**src/dpio_regs.svh**
```systemverilog
//------------------------------------------------------------------------
// Purpose: register indices, reset values and field positions of dpio
// Assumes: 32-bit AHB-Lite slave, one register per aligned word
// Notes:   byte address of a register is four times its index
//------------------------------------------------------------------------
`ifndef DPIO_REGS_SVH
`define DPIO_REGS_SVH

// register indices (byte address = index * 4)
`define DPIO_IDX_F_LATCH   12'h440
`define DPIO_IDX_G_LATCH   12'h441
`define DPIO_IDX_F_DIR     12'h444
`define DPIO_IDX_G_DIR     12'h445
`define DPIO_IDX_MUX_STAT  12'h446

// reset value of both direction registers: all pins inputs
`define DPIO_DIR_RESET     8'h00

// field positions in the pin-sharing status register
`define DPIO_STAT_TIM_LSB  0
`define DPIO_STAT_ADC_LSB  8

// lowest first-port pin shared with the second timer
`define DPIO_TIMER_LSB     4

// bus answer constants
`define DPIO_HRESP_OKAY    1'b0
`define DPIO_RDATA_ZERO    32'h0000_0000

`endif

```
**src/dpio_pkg.sv**
```systemverilog
//------------------------------------------------------------------------
// Purpose: types shared by the dual parallel port block
// Assumes: dpio_regs.svh gives the register indices
// Notes:   decode function maps a bus address onto a register select
//------------------------------------------------------------------------
`include "dpio_regs.svh"

package dpio_pkg;

    // register select decoded from the address phase
    typedef enum logic [2:0]
    {
        dpio_sel_none   = 3'b000,
        dpio_sel_f_lat  = 3'b001,
        dpio_sel_g_lat  = 3'b010,
        dpio_sel_f_dir  = 3'b011,
        dpio_sel_g_dir  = 3'b100,
        dpio_sel_stat   = 3'b101
    } dpio_sel_type;

    // bus slave phase
    typedef enum logic [0:0]
    {
        dpio_bus_idle = 1'b0,
        dpio_bus_data = 1'b1
    } dpio_bus_type;

    // drive of one eight-pin port
    typedef struct packed
    {
        logic [7:0] value;  // level driven when enabled
        logic [7:0] oe;     // output enable, high drives
    } dpio_pins_type;

    // whole state of the top module
    typedef struct packed
    {
        dpio_bus_type  bus_state;
        dpio_sel_type  sel;
        logic          write;
        logic [7:0]    latch_f;
        logic [7:0]    latch_g;
        logic [7:0]    dir_f;
        logic [7:0]    dir_g;
        dpio_pins_type pins_f;
        dpio_pins_type pins_g;
        logic [31:0]   hrdata;
        logic          hreadyout;
    } dpio_state_type;

    // word-aligned address decode; upper bits must be zero
    function automatic dpio_sel_type dpio_decode(input logic [31:0] addr);
        dpio_sel_type s;
        s = dpio_sel_none;
        if (addr[31:14] == 18'h0_0000 && addr[1:0] == 2'h0)
        begin
            case (addr[13:2])
                `DPIO_IDX_F_LATCH:  s = dpio_sel_f_lat;
                `DPIO_IDX_G_LATCH:  s = dpio_sel_g_lat;
                `DPIO_IDX_F_DIR:    s = dpio_sel_f_dir;
                `DPIO_IDX_G_DIR:    s = dpio_sel_g_dir;
                `DPIO_IDX_MUX_STAT: s = dpio_sel_stat;
                default:            s = dpio_sel_none;
            endcase
        end
        return s;
    endfunction

endpackage

```
**src/dpio_sync.sv**
```systemverilog
//------------------------------------------------------------------------
// Purpose: two-stage synchroniser for the sixteen port pin levels
// Assumes: pins change asynchronously to hclk
// Notes:   first stage feeds the second stage only
//------------------------------------------------------------------------
`timescale 1ns/1ps

module dpio_sync
(
    input  wire logic        hclk,
    input  wire logic        hresetn,
    input  wire logic        hclk_en,
    input  wire logic [15:0] pin_in,
    output logic      [15:0] pin_sync
);

    // both stages in one state word
    typedef struct packed
    {
        logic [15:0] s1;    // metastability catcher
        logic [15:0] s2;    // settled level
    } dpio_sync_type;

    dpio_sync_type st_reg;  // registered state
    dpio_sync_type st_next; // next state

    //--------------------------------------------------------------------
    // next state
    //--------------------------------------------------------------------
    always_comb
    begin
        st_next = st_reg;
        if (hclk_en)
        begin
            st_next.s1 = pin_in;
            st_next.s2 = st_reg.s1;
        end
    end

    // registers
    always_ff @(posedge hclk or negedge hresetn)
    begin
        if (!hresetn)
        begin
            st_reg <= '0;
        end
        else
        begin
            st_reg <= st_next;
        end
    end

    assign pin_sync = st_reg.s2;

endmodule

```
**src/dpio_pin_mux.sv**
```systemverilog
//------------------------------------------------------------------------
// Purpose: per-pin drive and read-back selection of one eight-pin port
// Assumes: override comes from an on-chip owner of the pin
// Notes:   purely combinational; the caller registers the drive
//------------------------------------------------------------------------
`timescale 1ns/1ps

module dpio_pin_mux
(
    input  wire logic          [7:0] latch,
    input  wire logic          [7:0] dir,
    input  wire logic          [7:0] ovr_en,
    input  wire logic          [7:0] ovr_val,
    input  wire logic          [7:0] ovr_oe,
    input  wire logic          [7:0] pin_lvl,
    output dpio_pkg::dpio_pins_type  drive,
    output logic               [7:0] read_val
);

    logic [7:0] port_oe;    // enable under port control

    //--------------------------------------------------------------------
    // drive and read selection
    //--------------------------------------------------------------------
    always_comb
    begin
        // port drives latch only where direction is output
        port_oe     = dir & ~ovr_en;
        drive.oe    = port_oe | (ovr_en & ovr_oe);
        drive.value = (port_oe & latch) | (ovr_en & ovr_oe & ovr_val);
        // read: latch for outputs, pin level for inputs
        read_val    = (dir & latch) | (~dir & pin_lvl);
    end

endmodule

```
**src/dpio_top.sv**
```systemverilog
//------------------------------------------------------------------------
// Purpose: two eight-bit parallel ports behind an AHB-Lite slave
// Assumes: timer and converter controls come from logic on hclk
// Notes:   data latches have no reset; direction registers do
//------------------------------------------------------------------------
// Notes on behaviour
// RULE1: first port: eight latch and direction bits
// RULE2: reset keeps first port latch contents
// RULE3: reset keeps second port latch contents
// RULE4: direction one drives latch, zero floats
// RULE5: reset clears first port direction bits
// RULE6: reset clears second port direction bits
// RULE7: first port output pins read latch
// RULE8: first port input pins read pin level
// RULE9: second port reads latch or pin likewise
// RULE10: writes always load latch, inputs unaffected
// RULE11: upper first-port pins serve timer when claimed
// RULE12: selected converter pin forced analog input
// RULE13: unselected second-port pins stay digital
// RULE14: software loads latch before setting output
// RULE15: claimed pin driven by timer alone
//------------------------------------------------------------------------
`timescale 1ns/1ps
`include "dpio_regs.svh"

module dpio_top
(
    input  wire logic          hclk,
    input  wire logic          hresetn,
    input  wire logic          hclk_en,
    input  wire logic          hsel,
    input  wire logic   [31:0] haddr,
    input  wire logic    [1:0] htrans,
    input  wire logic          hwrite,
    input  wire logic    [2:0] hsize,
    input  wire logic   [31:0] hwdata,
    input  wire logic          hready,
    output logic               hreadyout,
    output logic        [31:0] hrdata,
    output logic               hresp,
    input  wire logic    [7:0] port_f_pin_in,
    output dpio_pkg::dpio_pins_type port_f_pins,
    input  wire logic    [7:0] port_g_pin_in,
    output dpio_pkg::dpio_pins_type port_g_pins,
    input  wire logic    [3:0] timer_claim,
    input  wire logic    [3:0] timer_channel_out,
    input  wire logic    [3:0] timer_channel_oe,
    output logic         [3:0] timer_channel_in,
    input  wire logic          converter_select_en,
    input  wire logic    [2:0] converter_select_ch
);

    //--------------------------------------------------------------------
    // declarations
    //--------------------------------------------------------------------
    dpio_pkg::dpio_state_type st_reg;      // registered state
    dpio_pkg::dpio_state_type st_next;     // next state
    logic               [15:0] pin_sync;   // settled pin levels
    logic                [7:0] f_claim;    // first-port pins owned by timer
    logic                [7:0] f_ovr_val;  // timer drive value
    logic                [7:0] f_ovr_oe;   // timer drive enable
    logic                [7:0] adc_mask;   // second-port pin owned by adc
    dpio_pkg::dpio_pins_type   f_drive;    // first-port drive next
    dpio_pkg::dpio_pins_type   g_drive;    // second-port drive next
    logic                [7:0] f_read;     // first-port read value
    logic                [7:0] g_read;     // second-port read value
    logic               [31:0] stat_word;  // pin-sharing status
    logic                      accept;     // address phase taken

    //--------------------------------------------------------------------
    // pin synchronisers and per-port muxes
    //--------------------------------------------------------------------
    dpio_sync u_sync
    (
        .hclk     (hclk),
        .hresetn  (hresetn),
        .hclk_en  (hclk_en),
        .pin_in   ({port_g_pin_in, port_f_pin_in}),
        .pin_sync (pin_sync)
    );

    // timer claims only the upper four first-port pins
    assign f_claim   = {timer_claim, 4'h0};       // [RULE11]
    assign f_ovr_val = {timer_channel_out, 4'h0};
    assign f_ovr_oe  = {timer_channel_oe, 4'h0};

    // one-hot converter selection over the second port
    assign adc_mask  = converter_select_en ?
                       8'(8'h01 << converter_select_ch) : 8'h00; // [RULE12]

    dpio_pin_mux u_mux_f
    (
        .latch    (st_reg.latch_f),
        .dir      (st_reg.dir_f),
        .ovr_en   (f_claim),
        .ovr_val  (f_ovr_val),
        .ovr_oe   (f_ovr_oe),
        .pin_lvl  (pin_sync[7:0]),
        .drive    (f_drive),
        .read_val (f_read)
    );

    // analog selection floats the pin: override with no drive
    dpio_pin_mux u_mux_g
    (
        .latch    (st_reg.latch_g),
        .dir      (st_reg.dir_g),
        .ovr_en   (adc_mask),
        .ovr_val  (8'h00),
        .ovr_oe   (8'h00),
        .pin_lvl  (pin_sync[15:8]),
        .drive    (g_drive),
        .read_val (g_read)
    );

    // status word: which pins other blocks hold
    assign stat_word = {16'h0000, adc_mask, 4'h0, timer_claim};

    // address phase taken only in idle phase with a live transfer
    assign accept = hsel && hready && htrans[1] &&
                    (st_reg.bus_state == dpio_pkg::dpio_bus_idle);

    //--------------------------------------------------------------------
    // next state
    //--------------------------------------------------------------------
    always_comb
    begin
        st_next = st_reg;
        if (hclk_en)
        begin
            case (st_reg.bus_state)
                dpio_pkg::dpio_bus_idle:
                begin
                    // capture address phase, insert one wait state
                    if (accept)
                    begin
                        st_next.sel       = dpio_pkg::dpio_decode(haddr);
                        st_next.write     = hwrite;
                        st_next.bus_state = dpio_pkg::dpio_bus_data;
                        st_next.hreadyout = 1'b0;
                    end
                end
                dpio_pkg::dpio_bus_data:
                begin
                    st_next.hrdata = `DPIO_RDATA_ZERO;
                    if (st_reg.write)
                    begin
                        // latch writes ignore direction
                        case (st_reg.sel)
                            dpio_pkg::dpio_sel_f_lat:
                                st_next.latch_f = hwdata[7:0]; // [RULE10]
                            dpio_pkg::dpio_sel_g_lat:
                                st_next.latch_g = hwdata[7:0]; // [RULE10]
                            dpio_pkg::dpio_sel_f_dir:
                                st_next.dir_f = hwdata[7:0];   // [RULE1]
                            dpio_pkg::dpio_sel_g_dir:
                                st_next.dir_g = hwdata[7:0];
                            default:
                                st_next.write = 1'b1;          // ignored
                        endcase
                    end
                    else
                    begin
                        // read mux; unmapped reads as zero
                        case (st_reg.sel)
                            dpio_pkg::dpio_sel_f_lat:
                                st_next.hrdata[7:0] = f_read;  // [RULE7][RULE8]
                            dpio_pkg::dpio_sel_g_lat:
                                st_next.hrdata[7:0] = g_read;  // [RULE9]
                            dpio_pkg::dpio_sel_f_dir:
                                st_next.hrdata[7:0] = st_reg.dir_f;
                            dpio_pkg::dpio_sel_g_dir:
                                st_next.hrdata[7:0] = st_reg.dir_g;
                            dpio_pkg::dpio_sel_stat:
                                st_next.hrdata = stat_word;
                            default:
                                st_next.hrdata = `DPIO_RDATA_ZERO;
                        endcase
                    end
                    st_next.hreadyout = 1'b1;
                    st_next.bus_state = dpio_pkg::dpio_bus_idle;
                end
                default:
                begin
                    st_next.bus_state = dpio_pkg::dpio_bus_idle;
                    st_next.hreadyout = 1'b1;
                end
            endcase
            // register pin drives from the muxes
            st_next.pins_f = f_drive;  // [RULE4][RULE15]
            st_next.pins_g = g_drive;  // [RULE4][RULE13]
        end
    end

    //--------------------------------------------------------------------
    // registers; data latches deliberately not reset
    //--------------------------------------------------------------------
    always_ff @(posedge hclk or negedge hresetn)
    begin
        if (!hresetn)
        begin
            st_reg.bus_state <= dpio_pkg::dpio_bus_idle;
            st_reg.sel       <= dpio_pkg::dpio_sel_none;
            st_reg.write     <= 1'b0;
            st_reg.dir_f     <= `DPIO_DIR_RESET;   // [RULE5]
            st_reg.dir_g     <= `DPIO_DIR_RESET;   // [RULE6]
            st_reg.pins_f    <= '0;
            st_reg.pins_g    <= '0;
            st_reg.hrdata    <= `DPIO_RDATA_ZERO;
            st_reg.hreadyout <= 1'b1;
            // latches keep their contents [RULE2][RULE3]
        end
        else
        begin
            st_reg <= st_next;
        end
    end

    //--------------------------------------------------------------------
    // outputs
    //--------------------------------------------------------------------
    assign hreadyout        = st_reg.hreadyout;
    assign hrdata           = st_reg.hrdata;
    assign hresp            = `DPIO_HRESP_OKAY;
    assign port_f_pins      = st_reg.pins_f;
    assign port_g_pins      = st_reg.pins_g;
    assign timer_channel_in = pin_sync[7:`DPIO_TIMER_LSB];
endmodule

```
**config.mk**
```make
export PLATFORM = sky130hd
export DESIGN_NAME = dpio_top
export DESIGN_NICKNAME = d
export VERILOG_FILES = /design/src/dpio_pkg.sv /design/src/dpio_sync.sv /design/src/dpio_pin_mux.sv /design/src/dpio_top.sv
export VERILOG_INCLUDE_DIRS = /design/src
export SDC_FILE = /design/constraint.sdc
export NUM_CORES = 1
export LEC_CHECK = 0
export ABC_AREA = 1
export BUFFER_PORTS_ARGS = -buffer_cell sky130_fd_sc_hd__clkbuf_2
export CORE_MARGIN = 2
export CORE_UTILIZATION = 40
export DETAILED_ROUTE_END_ITERATION = 7
export GPL_TIMING_DRIVEN = 0
export PLACE_DENSITY = 0.68
export REMOVE_ABC_BUFFERS = 1
export SETUP_SLACK_MARGIN = 0.4
export SLEW_MARGIN = 15
export SYNTH_ARGS = -nofsm -noshare
export SYNTH_HDL_FRONTEND = slang
export SYNTH_HIERARCHICAL = 1
export SYNTH_SLANG_ARGS = --single-unit
```
**constraint.sdc**
```tcl
create_clock -name hclk -period 2.4 [get_ports hclk]
set_clock_uncertainty 0.05 [all_clocks]
set_input_delay 0.72 -clock hclk [delete_from_list [all_inputs] [get_ports hclk]]
set_output_delay 0.72 -clock hclk [all_outputs]
set_load 0.05 [all_outputs]
```
# After elaboration in Yosys (flattened, before gate mapping)
# Cells that the tools add are included.
dict set report classes {
  n_shift 1
  n_bitwise 19
  eq_ne 11
  muxes 16
  n_reduce_logical 13
}
# operator count
set op_table {}
lappend op_table {{AND 8 bit} 10}
lappend op_table {{equality test 12 x 11 -> 1 bit (second input constant)} 5}
lappend op_table {{2-to-1 mux 8 bit} 6}
lappend op_table {{one-hot mux 8 bit (5 select lines)} 1}
lappend op_table {{2-to-1 mux 33 bit} 1}
lappend op_table {{2-to-1 mux 32 bit} 1}
lappend op_table {{NOT 8 bit} 4}
lappend op_table {{bitwise OR 8 bit} 4}
lappend op_table {{logical NOT 18 bit} 1}
lappend op_table {{one-hot mux 3 bit (5 select lines)} 1}
lappend op_table {{AND reduction 5 bit} 2}
lappend op_table {{AND reduction 4 bit} 2}
lappend op_table {{left shift 1 x 3 -> 8 bit (first input constant)} 1}
lappend op_table {{equality test 3 x 2 -> 1 bit (second input constant)} 2}
lappend op_table {{equality test 3 bit (second input constant)} 2}
lappend op_table {{one-hot mux 1 bit (2 select lines)} 3}
lappend op_table {{2-to-1 mux 5 bit} 1}
lappend op_table {{logical AND 1 bit} 4}
lappend op_table {{AND reduction 2 bit} 2}
lappend op_table {{equality test 3 x 1 -> 1 bit (second input constant)} 1}
lappend op_table {{2-to-1 mux 3 bit} 1}
lappend op_table {{AND reduction 3 bit} 1}
lappend op_table {{logical NOT 2 bit} 1}
lappend op_table {{!= test 2 bit (second input constant)} 1}
lappend op_table {{other kinds (2)} 2}
dict set report totals {
  in_bits 107
  word_cells 75
  register_bits 134
  out_inout_bits 70
}

# Longest topological paths before layout
dict set report logic_depth {
  word_depth 5
  mapped_depth 9
  depth_no_buf 9
}

# Hierarchy
# Netlist, hierarchy kept.
# module seq_area_each_um2 area_per_inst_um2 instances cells_per_inst
set by_module_without_submodules {}
lappend by_module_without_submodules {dpio_top 2233.4 4460.5 1 464}
lappend by_module_without_submodules {dpio_sync 800.8 1415.1 1 152}
lappend by_module_without_submodules {dpio_pin_mux 0.0 330.3 2 80}

# Worst setup path after synthesis
# Ideal clock, no wire load.
dict set report synth_timing {
  kind {input to register}
  startpoint {input port hclk_en}
  endpoint {register st_reg[81] (netlist name), enable pin}
  n_path_buf 1
  required_time_ns 1.967
  t_arrival_ns 1.767
  path_stages 5
  slack_ns 0.199
  setup_ns 0.383
  path_cell_list {buf_4 nand2_4 nor2_4 inv_1 nor3_1}
}
dict set report synth_between {
  elab_chain_len 1
}
# element line
set synth_rtl {}
lappend synth_rtl {{from (decl)} dpio_top.sv:30} ;# input wire logic hclk_en,
lappend synth_rtl {{AND reduction 5 bit (no source line)} --}
lappend synth_rtl {{to (signal assigned)} dpio_top.sv:215} ;# st_reg <= st_next;
lappend synth_rtl {{to (decl)} dpio_top.sv:56} ;# dpio_pkg::dpio_state_type st_reg;
# Every way passes these cells.
# A chain may end at the register's enable or synchronous reset.

# Worst setup path in the final report
dict set report layout_timing {
  startpoint {register hreadyout (netlist name)}
  endpoint {output port hreadyout}
}
# element line
set layout_rtl {}
lappend layout_rtl {{to (decl)} dpio_top.sv:38} ;# output logic hreadyout,
# No word-level cell between the ends.

==> results by group <==
Route
  • DRC violations left: 0
  • First-pass DRT Iterations: 4
  • Avg Vias per Cell: 4.28
  • Routed length per placed instance: between 10 and 15 µm
  • DR iter-0 viols: 280
  • Routed wire length: 14100 µm
  • Antenna Nets Post-Route: 0
  • Total number of vias: 4849

Power and ir drop
  • P_leak: between 4 and 5 nW
  • Power Dens Cells: slightly above 700 nW/µm²
  • Peak supply drop: 0.491 mV

Layout
  • Area of the multi-input gates: 2670 µm²
  • Sequential cell area: 3030 µm²
  • Nets: 1010
  • Ant. Diodes: 0
  • Layout filler cell count: 1551
  • Share of layout cells above drive strength 1: 0.288
  • Area Growth Syn to Fin: 18.7%
  • Flip-flop count of the largest register after layout: 37

Floorplan
  • Row cnt: 46
  • Initial Util: 0.410
  • Die width: 132 µm
  • Die ar.: 17400 µm²
  • IO Pins: 177
  • Die height: 132 µm
  • Core Area: 15900 µm²

Clocking
  • Clock Tree Root: clkbuf_16
  • Clock transition at path regs: 0.05 ns
  • Clock buffer depth: 2
  • H-tree depth: 4
  • Clk_lat worst skew: 0.41 ns
  • TritonCTS clock tree: yes
  • Clock net sink count: 118
  • TritonCTS Buffers: 17

Global routing
  • Largest net degree at the start of global routing: 45
  • Vias in the first global route: 4712
  • Grt ovf: 0
  • Tot GR Track Use: 0.176
  • First-pass GRT wire length: 23900 µm
  • Initial antenna violation count: 0

Critical path
  • Crit Path Class: flip-flop to output pin
  • Crit path from: hreadyout
  • Critical path buffers and inverters: 1
  • Setup crit start kind: flip-flop
  • CP Depth: 1
  • Crit path to: hreadyout
  • CP peak stage delay: 0.52 ns
  • Worst endpoint required time: ~1.6 ns
  • Kind of cell adding the most delay to the critical path: flip-flops
  • R2r worst-path depth: 4
  • CP cell instances: clkbuf_4
  • Critical Path Fanout Max: 2
  • Worst path slowest cell: dfstp_2
  • Arr. time, crit path: 1.16 ns
  • R2R Setup Slk: 0.59 ns
  • RR Startpoint: st_reg[100]
  • FF-to-FF End: st_reg[87]
  • Crit. End Element: output pin

Yosys
  • Main combinational cell family by area after synthesis: simple AND/OR/NAND/NOR gates
  • Adder-cell share of the synthesized area: 0
  • Ys async rst share: 0.864
  • Synth Area in Compound Gates: 0.0456
  • Synth Register Bits: ~120
  • Yosys cell types: 35
  • Post-synth top flop: dfrtp_1
  • Post-synthesis area per instance: around 8.4 µm²
  • Post-synthesis mux area share: 0.0551
  • Sequential share of the synthesized area: 0.464
  • Post-Synth Simple-Gate Area: 0.263
  • Synthesized area: 6540 µm²
  • Post-Synth XOR/XNOR Area: 0
  • Yosys warnings: 6
  • Post-synth EDFFs: 16
  • Post-synthesis cell count: 776

STA
  • Worst-margin pin slew: 0.645 ns
  • Final period util: 0.804
  • Final setup margin: 0.471 ns
  • Slew headroom: 0.570
  • Slew Viols, Final: 0
  • Crit path time final: 1.93 ns
  • Final setup fails: 0
  • F_max: 0.518 GHz
  • TNS Setup: 0 ns
  • Final hold violation count: 0
  • Fin Hold WS: 0.112 ns
  • RSZ-0062 raised after global routing: no

Placed design
  • Port Buffers: 131
  • Dpl ws: -0.488 ns
  • Gpl congestion: 0.810
  • Post-DP HPWL: between 10000 and 15000 µm

Run
  • Max_cap viols: 0

Outcome
  • Status: finished, final reports clean

Hold path
  • Hold Path Class: primary input to async pin
per-layer routing:
layer / routed length (µm) / vias up / global-route usage / share of wire
li1: - / 2537 / - / -
met1: 6680 / 2162 / 0.236 / 0.47
met2: 6360 / 126 / 0.274 / 0.45
met3: 793 / 24 / 0.0473 / 0.056
met4: 299 / 0 / 0.0610 / 0.021
met5: 0 / - / 0 / 0
logic make-up after synthesis:
group                  Yosys count
other                            1
buffers and inverters          179
multiplexers                    32
flip-flops                     118
AO/OA/AOI/OAI                   46
AND/OR/NAND/NOR                400
layout by cell type, fill, tap and decap left out, types with 2 or more instances in the layout:
cell type / Yosys / layout
nand2_1: 270 / 270
edfxtp_1: 16 / 16
nand3_2: 2 / 2
clkinv_2: 0 / 3
mux2_2: 32 / 32
clkbuf_16: 0 / 18
nor2_2: 3 / 3
nand4_1: 5 / 5
nand2_2: 14 / 14
o21ai_0: 11 / 11
conb_1: 1 / 69
bufinv_16: 0 / 4
inv_6: 2 / 2
nand3_1: 48 / 48
inv_1: 67 / 67
clkbuf_8: 3 / 8
nor3_4: 0 / 2
o21ai_1: 17 / 17
nand2_4: 5 / 4
buf_4: 82 / 3
inv_2: 10 / 10
nor2_4: 2 / 2
nor2_1: 45 / 45
dfrtp_1: 101 / 101
clkbuf_2: 0 / 128
o21ai_2: 16 / 16
power by group:
part / total, mW / internal, mW / switching, mW
Sequential: 2.18 / 2.12 / 0.0545
Clock: 2.83 / 1.96 / 0.868
Combinational: 0.603 / 0.179 / 0.424
Total: 5.61 / 4.26 / 1.35
through the flow:
stage | utilization | instance area, µm² | cells | total power, mW
after CTS | 0.486 | 7750 | 1132 | 5.68
after global placement | 0.434 | 6920 | 1093 | 2.79
final | 0.487 | 7760 | 1132 | 5.61
after global routing | 0.487 | 7760 | 1132 | 5.85
after floorplan | - | 6000 | 746 | 2.57
after detailed placement | 0.439 | 7000 | 1096 | 2.80
what timing repair did:
action | CTS | global route
resized for setup | 4 | 1
hold buffers | 0 | 0
setup buffers | 3 | 0
gates cloned | 1 | 0
endpoints found under the hold margin | 0 | 0
pin swaps | 2 | 0
endpoints found under the setup margin | 17 | 8
worst register-to-register path: stages, from the launching register on:
cell and delay (ns):
dfrtp_1 0.60, inv_6 0.20, nand3_1 0.23, nor3_4 0.25, buf_4 0.19
synthesized netlist by cell type, types with 11 or more instances:
master / instances / share of area
o21ai_0: 11 / 0.0084
nand3_1: 48 / 0.037
nor2_1: 45 / 0.026
buf_4: 82 / 0.094
dfrtp_1: 101 / 0.39
mux2_2: 32 / 0.055
edfxtp_1: 16 / 0.074
nand2_1: 270 / 0.16
nand2_2: 14 / 0.013
o21ai_1: 17 / 0.013
inv_1: 67 / 0.038
o21ai_2: 16 / 0.021
cell type report:
cell class | instances | area share
sequential | 118 | 0.391
multi-input combinational | 547 | 0.344
timing repair buffer | 138 | 0.102
clock buffer | 25 | 0.0692
inverter | 81 | 0.0421
tap | 216 | 0.0348
clock inverter | 7 | 0.0174
worst min-delay path by stage:
stage                     slack [ns]                end              start
final                           0.11    port_g_pins[12]            hresetn
after global routing             0.1          hrdata[9]            hresetn
after CTS                       0.10          hrdata[9]            hresetn
after detailed placement        0.41  u_sync/st_reg[20]  u_sync/st_reg[20]
after global placement          0.40  u_sync/st_reg[23]  u_sync/st_reg[23]
after floorplan                 0.37          hrdata[0]            hresetn
No activity file was read; power rests on OpenSTA's default activity.
